===== src/hw/int_wake_defs.svh =====
// header: constants for the peripheral interrupt and wake-up logic
// assumes: included by bare name from the package and design files
`ifndef INT_WAKE_DEFS_SVH
`define INT_WAKE_DEFS_SVH

// source indices, also the fixed priority order (lowest index wins)
`define SRC_SERIAL 0
`define SRC_UART 1
`define SRC_EEPROM 2
`define SRC_FILTER 3
`define NUM_SRC 4
`define NUM_UART_COND 6
`define PC_W 12
`define VEC_W 2
`define STACK_DEPTH 8
`define STACK_PTR_W 4
`define PC_RESET 12'h000

`endif


===== src/hw/int_wake_pkg.sv =====
// package: shared types for the interrupt controller and its core end
// assumes: int_wake_defs.svh is on the include path
`include "int_wake_defs.svh"

package int_wake_pkg;
  typedef logic [`NUM_SRC-1:0] src_vec_t;
  typedef logic [`PC_W-1:0] pc_t;
  typedef logic [`VEC_W-1:0] vec_t;
  typedef enum logic [1:0] {
    CORE_RUN = 2'b00,
    CORE_CALL = 2'b01,
    CORE_ISR = 2'b11
  } core_state_e;
endpackage


===== src/hw/int_wake_if.sv =====
// interface: joins the interrupt controller to the core sequencer
// assumes: both ends run on one clock and one reset
`timescale 1ns/1ps
`include "int_wake_defs.svh"

interface int_wake_if;
  import int_wake_pkg::*;
  logic vec_req;      // controller asks for a vector call
  logic [`VEC_W-1:0] vec_id; // which vector
  logic vec_take;     // core takes the call this cycle
  logic stack_full;   // core has no stack room
  logic return_from_interrupt;         // return_from_interrupt executed
  logic ret;          // plain return executed
  logic gie;          // global_int_en as held by controller

  modport ctrl (output vec_req, output vec_id, output gie,
                input vec_take, input stack_full, input return_from_interrupt, input ret);
  modport core (input vec_req, input vec_id, input gie,
                output vec_take, output stack_full, output return_from_interrupt, output ret);
endinterface


===== src/hw/int_wake_ctrl.sv =====
// What this block does
// - serial flag set on byte, address match, timeout
// - serial vector needs both enables and stack room
// - serial flag cleared by service
// - any vector call clears global enable
// - uart request on any of six conditions
// - uart vector needs both enables and room
// - uart service clears combined uart flag only
// - individual uart status flags left untouched
// - eeprom flag set at erase/write end
// - eeprom vector needs enables and stack room
// - eeprom service clears eeprom flag
// - filter flag set on ready rising edge
// - filter vector needs enables and stack room
// - filter service clears filter flag
// - flag rise wakes from sleep/idle, enables ignored
// - software presets flag to block wake-up
// - flags stay set until serviced or cleared
// - service clears group flag, software clears sources
// - only program counter is pushed
// - return_from_interrupt restores pc, sets global enable
// - plain return restores pc, keeps enable clear
// - software avoids calls inside service routines
//
// file: the interrupt request and wake-up controller end
// assumes: peripheral events are one-cycle pulses on clk_sys_i;
// filter_ready_status and uart conditions are levels from outside
`timescale 1ns/1ps
`include "int_wake_defs.svh"

module int_wake_ctrl
  import int_wake_pkg::*;
(
  input wire logic clk_sys_i,                // system clock
  input wire logic resetn_i,                 // async reset, active low
  int_wake_if.ctrl core,                     // to core sequencer
  input wire logic ser_byte_done_i,          // serial byte rx/tx done
  input wire logic ser_addr_match_i,         // two-wire address match
  input wire logic ser_timeout_i,            // two-wire bus timeout
  input wire logic [`NUM_UART_COND-1:0] uart_status_flags_i, // uart conditions
  input wire logic ee_erase_done_i,          // eeprom erase cycle end
  input wire logic ee_write_done_i,          // eeprom write cycle end
  input wire logic filter_ready_status_i,    // filter amp ready level
  input wire logic low_power_i,              // in sleep or idle mode
  input wire logic [`NUM_SRC-1:0] int_en_i,  // per-source enables
  input wire logic gie_set_i,                // software sets global enable
  input wire logic gie_clr_i,                // software clears global enable
  input wire logic [`NUM_SRC-1:0] flag_set_i, // software sets flags
  input wire logic [`NUM_SRC-1:0] flag_clr_i, // software clears flags
  output logic [`NUM_SRC-1:0] req_flags_o,   // request flags
  output logic wake_o                        // wake-up pulse
);
  // ---------------------------------------------------------------
  // input synchronisers
  // ---------------------------------------------------------------
  logic [`NUM_UART_COND-1:0] uart_s1_q;
  logic [`NUM_UART_COND-1:0] uart_s2_q;
  logic filt_s1_q;
  logic filt_s2_q;
  logic filt_prev_q;

  always_ff @(posedge clk_sys_i or negedge resetn_i) begin
    if (!resetn_i) begin
      uart_s1_q <= '0;
      uart_s2_q <= '0;
      filt_s1_q <= 1'b0;
      filt_s2_q <= 1'b0;
      filt_prev_q <= 1'b0;
    end else begin
      uart_s1_q <= uart_status_flags_i;
      uart_s2_q <= uart_s1_q;
      filt_s1_q <= filter_ready_status_i;
      filt_s2_q <= filt_s1_q;
      filt_prev_q <= filt_s2_q;
    end
  end

  // ---------------------------------------------------------------
  // request flags
  // ---------------------------------------------------------------
  logic uart_prev_q;
  src_vec_t hw_set;
  src_vec_t svc_clr;
  src_vec_t flags;
  src_vec_t rises;
  logic uart_any;

  // uart conditions are read only, never cleared here
  assign uart_any = |uart_s2_q;

  always_ff @(posedge clk_sys_i or negedge resetn_i) begin
    if (!resetn_i) begin
      uart_prev_q <= 1'b0;
    end else begin
      uart_prev_q <= uart_any;
    end
  end

  always_comb begin
    hw_set = '0;
    hw_set[`SRC_SERIAL] = ser_byte_done_i | ser_addr_match_i | ser_timeout_i;
    hw_set[`SRC_UART] = uart_any & ~uart_prev_q;
    hw_set[`SRC_EEPROM] = ee_erase_done_i | ee_write_done_i;
    hw_set[`SRC_FILTER] = filt_s2_q & ~filt_prev_q;
  end

  // service clears only the flag of the vector taken
  always_comb begin
    svc_clr = '0;
    if (core.vec_take) begin
      svc_clr[core.vec_id] = 1'b1;
    end
  end

  genvar g;
  generate
    for (g = 0; g < `NUM_SRC; g++) begin : gen_flag
      req_flag u_flag (
        .clk_sys_i (clk_sys_i),
        .resetn_i  (resetn_i),
        .set_i     (hw_set[g]),
        .sw_set_i  (flag_set_i[g]),
        .clr_i     (svc_clr[g] | flag_clr_i[g]),
        .flag_o    (flags[g]),
        .rise_o    (rises[g])
      );
    end
  endgenerate

  // ---------------------------------------------------------------
  // global enable
  // ---------------------------------------------------------------
  logic gie_q;

  always_ff @(posedge clk_sys_i or negedge resetn_i) begin
    if (!resetn_i) begin
      gie_q <= 1'b0;
    end else if (core.vec_take) begin
      gie_q <= 1'b0;
    end else if (core.return_from_interrupt || gie_set_i) begin
      gie_q <= 1'b1;
    end else if (gie_clr_i) begin
      gie_q <= 1'b0; // plain return leaves it as is
    end
  end

  // ---------------------------------------------------------------
  // request arbitration
  // ---------------------------------------------------------------
  src_vec_t pend;
  logic vec_req_d;
  vec_t vec_id_d;
  logic vec_req_q;
  vec_t vec_id_q;

  assign pend = flags & int_en_i & ~svc_clr;

  // fixed priority, lowest index first
  always_comb begin
    vec_req_d = 1'b0;
    vec_id_d = '0;
    for (int i = `NUM_SRC - 1; i >= 0; i--) begin
      if (pend[i]) begin
        vec_req_d = 1'b1;
        vec_id_d = vec_t'(i);
      end
    end
    if (!gie_q || core.vec_take || core.stack_full) begin
      vec_req_d = 1'b0;
    end
  end

  always_ff @(posedge clk_sys_i or negedge resetn_i) begin
    if (!resetn_i) begin
      vec_req_q <= 1'b0;
      vec_id_q <= '0;
    end else begin
      vec_req_q <= vec_req_d;
      vec_id_q <= vec_id_d;
    end
  end

  // ---------------------------------------------------------------
  // wake-up and outputs
  // ---------------------------------------------------------------
  logic wake_q;

  always_ff @(posedge clk_sys_i or negedge resetn_i) begin
    if (!resetn_i) begin
      wake_q <= 1'b0;
    end else begin
      wake_q <= low_power_i & (|rises);
    end
  end

  logic [`NUM_SRC-1:0] flags_q;
  always_ff @(posedge clk_sys_i or negedge resetn_i) begin
    if (!resetn_i) begin
      flags_q <= '0;
    end else begin
      flags_q <= flags;
    end
  end

  assign core.vec_req = vec_req_q;
  assign core.vec_id = vec_id_q;
  assign core.gie = gie_q;
  assign req_flags_o = flags_q;
  assign wake_o = wake_q;
endmodule


===== src/hw/req_flag.sv =====
// module: one sticky request flag with rising-edge wake-up pulse
// assumes: all inputs are on clk_sys_i
`timescale 1ns/1ps

module req_flag (
  input wire logic clk_sys_i, // system clock
  input wire logic resetn_i,  // async reset, active low
  input wire logic set_i,     // hardware event
  input wire logic sw_set_i,  // software set
  input wire logic clr_i,     // software or service clear
  output logic flag_o,        // request flag
  output logic rise_o         // flag goes low to high at the next edge
);
  logic flag_q;
  logic flag_d;

  // set wins over clear; flag holds until cleared
  always_comb begin
    flag_d = flag_q;
    if (clr_i) begin
      flag_d = 1'b0;
    end
    if (set_i || sw_set_i) begin
      flag_d = 1'b1;
    end
  end

  always_ff @(posedge clk_sys_i or negedge resetn_i) begin
    if (!resetn_i) begin
      flag_q <= 1'b0;
    end else begin
      flag_q <= flag_d;
    end
  end

  assign flag_o = flag_q;
  assign rise_o = flag_d & ~flag_q;
endmodule


===== src/flat_wrapper.sv =====
// flat-port wrapper written by rule: the top's interface ports become plain ports
module int_wake_ctrl_flat import int_wake_pkg::*;
  (clk_sys_i, resetn_i, ser_byte_done_i, ser_addr_match_i, ser_timeout_i, uart_status_flags_i, ee_erase_done_i, ee_write_done_i, filter_ready_status_i, low_power_i, int_en_i, gie_set_i, gie_clr_i, flag_set_i, flag_clr_i, req_flags_o, wake_o, core_vec_req, core_vec_id, core_gie, core_vec_take, core_stack_full, core_return_from_interrupt, core_ret);
  int_wake_if core_i ();
  input wire logic clk_sys_i;
  input wire logic resetn_i;
  input wire logic ser_byte_done_i;
  input wire logic ser_addr_match_i;
  input wire logic ser_timeout_i;
  input wire logic [`NUM_UART_COND-1:0] uart_status_flags_i;
  input wire logic ee_erase_done_i;
  input wire logic ee_write_done_i;
  input wire logic filter_ready_status_i;
  input wire logic low_power_i;
  input wire logic [`NUM_SRC-1:0] int_en_i;
  input wire logic gie_set_i;
  input wire logic gie_clr_i;
  input wire logic [`NUM_SRC-1:0] flag_set_i;
  input wire logic [`NUM_SRC-1:0] flag_clr_i;
  output logic [`NUM_SRC-1:0] req_flags_o;
  output logic wake_o;
  output wire logic [$bits(core_i.vec_req)-1:0] core_vec_req;
  output wire logic [$bits(core_i.vec_id)-1:0] core_vec_id;
  output wire logic [$bits(core_i.gie)-1:0] core_gie;
  input wire logic [$bits(core_i.vec_take)-1:0] core_vec_take;
  input wire logic [$bits(core_i.stack_full)-1:0] core_stack_full;
  input wire logic [$bits(core_i.return_from_interrupt)-1:0] core_return_from_interrupt;
  input wire logic [$bits(core_i.ret)-1:0] core_ret;
  assign core_vec_req = core_i.vec_req;
  assign core_vec_id = core_i.vec_id;
  assign core_gie = core_i.gie;
  assign core_i.vec_take = core_vec_take;
  assign core_i.stack_full = core_stack_full;
  assign core_i.return_from_interrupt = core_return_from_interrupt;
  assign core_i.ret = core_ret;
  int_wake_ctrl u_core (.clk_sys_i(clk_sys_i), .resetn_i(resetn_i), .core(core_i), .ser_byte_done_i(ser_byte_done_i), .ser_addr_match_i(ser_addr_match_i), .ser_timeout_i(ser_timeout_i), .uart_status_flags_i(uart_status_flags_i), .ee_erase_done_i(ee_erase_done_i), .ee_write_done_i(ee_write_done_i), .filter_ready_status_i(filter_ready_status_i), .low_power_i(low_power_i), .int_en_i(int_en_i), .gie_set_i(gie_set_i), .gie_clr_i(gie_clr_i), .flag_set_i(flag_set_i), .flag_clr_i(flag_clr_i), .req_flags_o(req_flags_o), .wake_o(wake_o));
endmodule

===== config.mk =====
export PLATFORM = sky130hd
export DESIGN_NAME = int_wake_ctrl_flat
export DESIGN_NICKNAME = d
export VERILOG_FILES = /design/src/hw/int_wake_pkg.sv /design/src/hw/int_wake_if.sv /design/src/hw/int_wake_ctrl.sv /design/src/hw/req_flag.sv /design/src/flat_wrapper.sv
export VERILOG_INCLUDE_DIRS = /design/src /design/src/hw
export SDC_FILE = /design/constraint.sdc
export NUM_CORES = 1
export LEC_CHECK = 0
export BUFFER_PORTS_ARGS = -buffer_cell sky130_fd_sc_hd__buf_2
export CAP_MARGIN = 20
export CORE_AREA = 8 8 57 59
export CTS_CLUSTER_SIZE = 24
export DETAILED_ROUTE_END_ITERATION = 7
export DIE_AREA = 0 0 65 67
export PLACE_DENSITY = 0.73
export SYNTH_ARGS = -nofsm -noshare
export SYNTH_HDL_FRONTEND = slang
export SYNTH_SLANG_ARGS = --single-unit

===== constraint.sdc =====
create_clock -name clk_sys_i -period 1.6 [get_ports clk_sys_i]
set_input_delay 0.08 -clock clk_sys_i [delete_from_list [all_inputs] [get_ports clk_sys_i]]
set_output_delay 0.08 -clock clk_sys_i [all_outputs]
set_load 0.02 [all_outputs]

==> impl_metrics.toml <==
[placed_design]
dp_hpwl_um = 1650
io_buffers = 40
gp_congestion = 0.7123

[sta]
finalCriticalPeriod_ns = 1.514
tns_ns = 0
clock_skew_ns = 0.006499
slew_headroom_pct = 59.73
worstMarginPinSlew_ns = 0.6041
hold_viol_final = 0
fmax_mhz = 660.6
slew_viol_final = 0
period_share_pct = 94.61
setup_violations = 0
rsz0062_at_grt = "no"

[cells_and_area]
fin_nets = 171
post-route-util_pct = 64.66
synthToLayoutAreaGrowth_pct = 52.56
drive_above_1_share_pct = 38.13
n_antenna_cell = 0

[synthesis]
synth_cell_types = 23
synth_top_area_share_pct = 72.41
synth_area_leaders = "dfrtp_1 72%, o211ai_1 3.0%, nand2_1 2.2%"
synth.area.mux_share_pct = 0
yosys.area_share.simple_pct = 12.86
syn_avg_cell_area_um2 = 13.92
synth_top_family_by_area = "compound AO/OA/AOI/OAI gates"
synth.largest_area_cell = "dfrtp_1"
syn-num-nets = 105
synth-compound-area-share_pct = 13.98
ys_dominant_reg_cell = "dfrtp_1"
synth.top_cells.by_count = "29 x dfrtp_1, 6 x nand2_1, 4 x o211ai_1, 4 x o21ai_0"
synth-adder-area-share_pct = 0
synth_edf_count = 0
synth_area_um2 = 1002
yosysMostFrequentCell = "dfrtp_1"
yosys_warnings = 0
ys_seq_area_share_pct = 72.41
yosys.area_share.xor_xnor_pct = 0
ys_seq_elements = 29
synthCells = 72
synthArstFlopShare_pct = 100.0

[die]
fp.dieW_um = 65
core_area_um2 = 2365
row_count = 18
start_util_pct = 42.38
ios = 42
die_y_um = 67
dieArea_um2 = 4355

[detailed_routing]
ant_nets = 0
first_iter_violations = 16
wirelength_um = 2334
avgRoutedWirePerCell_um = 13.81
drc = 0
first_pass_iters = 4
vias_per_cell = 4.799
via_count = 811

[global_route]
grt_pass1_wl_um = 3663
grt_max_degree = 30
grtUsageTotal_pct = 11.19
grt_pass1_vias = 854
grt-ovfl-total = 0
antenna_found_initial = 0

[power_and_ir_drop]
pwr-share-clk_pct = 38.1
power.switching_uw = 364.7
netSwitchingFraction_pct = 22.63
internal-power_uw = 1247
seq_power_share_pct = 50.1
power_frac_comb_pct = 11.9
power_leakage_uw = 0.0007084
ir_drop_mv = 1.157
powerDensity_nw_per_um2 = 1054

[critical_path]
slowest_stage = "dlygate4sd3_1"
critPathCaptureType = "register"
cp_data_arrival_time_ns = 1.72
r2r_cells = 4
critical_path_buf_inv_count = 1
startpoint_type = "register"
crit_chain = "nand3b_1 -> nand2_1 -> o21ai_0 -> dlygate4sd3_1"
crit_required_ns = 1.80
critPathMaxStageDelay_ns = 0.58
critical_path.top_delay_family = "buffers and inverters"
crit_type = "register to register"
crit_cells = 4
cp_max_fo = 8

[clocking]
cts_htree_levels = 2
clockBufferDepth = 2
path_clk_slew_ns = 0.09
cts-buffers-inserted = 5
cts_tree = "built"
cts_setup_buffers = 0
root_buffer = "clkbuf_4"
clock-sinks = 29
clk_latency_ns = 0.32

[worst_hold_path]
hp-class = "input port to register"
hold_depth = 3

[flow_run]
drv_cap = 0

[outcome]
status = "complete, no violations"
[power by group through the flow]
stage          Combinational, uW  Sequential, uW  Clock (uW)
6_report                     191             807         613
5_1_grt                      209             813         672
4_1_cts                      187             805         634
3_5_place_dp                 152             820           0
3_3_place_gp                 149             817           0
2_1_floorplan               49.0             835           0
[worst register-to-register path: stages, from the launching register on]
cell and delay, ns:
dfrtp_2 0.45, nand3b_1 0.21, nand2_1 0.09, o21ai_0 0.07
dlygate4sd3_1 0.58
[metal layers]
| layer | GRT usage, % | part of all wire [%] | vias up |
|---|---|---|---|
| met5 | 0 | 0 | - |
| li1 | - | - | 392 |
| met2 | 20.50 | 58 | 19 |
| met3 | 4.530 | 4.8 | 7 |
| met1 | 10.45 | 36 | 393 |
| met4 | 5.995 | 1.7 | 0 |
[path summary, 6_finish.rpt]
path | start | end | slack, ns
max | u_core.core.vec_id[0]$_DFF_PN0_ | u_core.gen_flag[2].u_flag.flag_o$_DFF_PN0_ | 0.09
min | gie_clr_i | u_core.core.gie$_DFFE_PN0P_ | 0.01
max reg2reg | u_core.core.vec_id[0]$_DFF_PN0_ | u_core.gen_flag[2].u_flag.flag_o$_DFF_PN0_ | 0.09
min reg2reg | u_core.uart_s1_q[1]$_DFF_PN0_ | u_core.uart_s2_q[1]$_DFF_PN0_ | 0.35
max in group asynchronous | resetn_i | u_core.core.vec_id[0]$_DFF_PN0_ | 0.84
min in group asynchronous | resetn_i | u_core.uart_s2_q[3]$_DFF_PN0_ | 0.32
[repair_timing]
item                                    4_1_cts  5_1_grt
endpoints found under the setup margin        0        2
hold endpoints to repair                     43        1
hold buffers                                 18        1
gates resized for setup                       0        4
[cell usage in the layout, fill, tap and decap left out, types with 2 or more instances in the layout]
master         instances
a21oi_1                3
dfrtp_2                2
o21ai_0                3
inv_1                  2
dfrtp_1               27
o211ai_1               4
nand2_1                6
clkbuf_4               5
nand2b_1               2
o211a_1                2
nor2_1                 3
nor3_1                 3
dlygate4sd3_1         19
buf_2                 40
[per-stage QoR]
step	setup WS (ns)	cell area, um2	total power [uW]	hold WS [ns]	std cells
5_1_grt	0.02235	1529	1694	0.004280	169
3_5_place_dp	0.3875	1240	971.8	0.1259	142
6_report	0.08630	1529	1611	0.01489	169
2_1_floorplan	0.4602	1002	884.0	-0.2156	72
4_1_cts	0.03131	1509	1626	0.003528	168
3_3_place_gp	0.4130	1240	966.4	0.1204	142
[flip-flops by register name, summed over array words and instances (netlist names)]
register	count
u_core.uart_prev_q	1
u_core.wake_o	1
u_core.filt_s2_q	1
u_core.core.gie	1
u_core.filt_prev_q	1
u_core.uart_s1_q	6
u_core.filt_s1_q	1
u_core.core.vec_req	1
u_core.uart_s2_q	6
u_core.req_flags_o	4
u_core.core.vec_id	2
u_core.gen_flag.u_flag.flag_o	4
[kinds of logic after synthesis]
logic type | count (synthesis)
buffers and inverters | 2
AO/OA/AOI/OAI | 20
flip-flops | 29
AND/OR/NAND/NOR | 21
[final cells by class]
class                           count  area (um2)
Multi-Input combinational cell     41       276.5
Timing Repair Buffer               59       390.4
Inverter                            2       7.507
Clock inverter                      2       37.54
Fill cell                         187       835.8
Tap cell                           30       37.54
Sequential cell                    29       728.2
Clock buffer                        6       51.30
(Power assumes the default switching activity.)
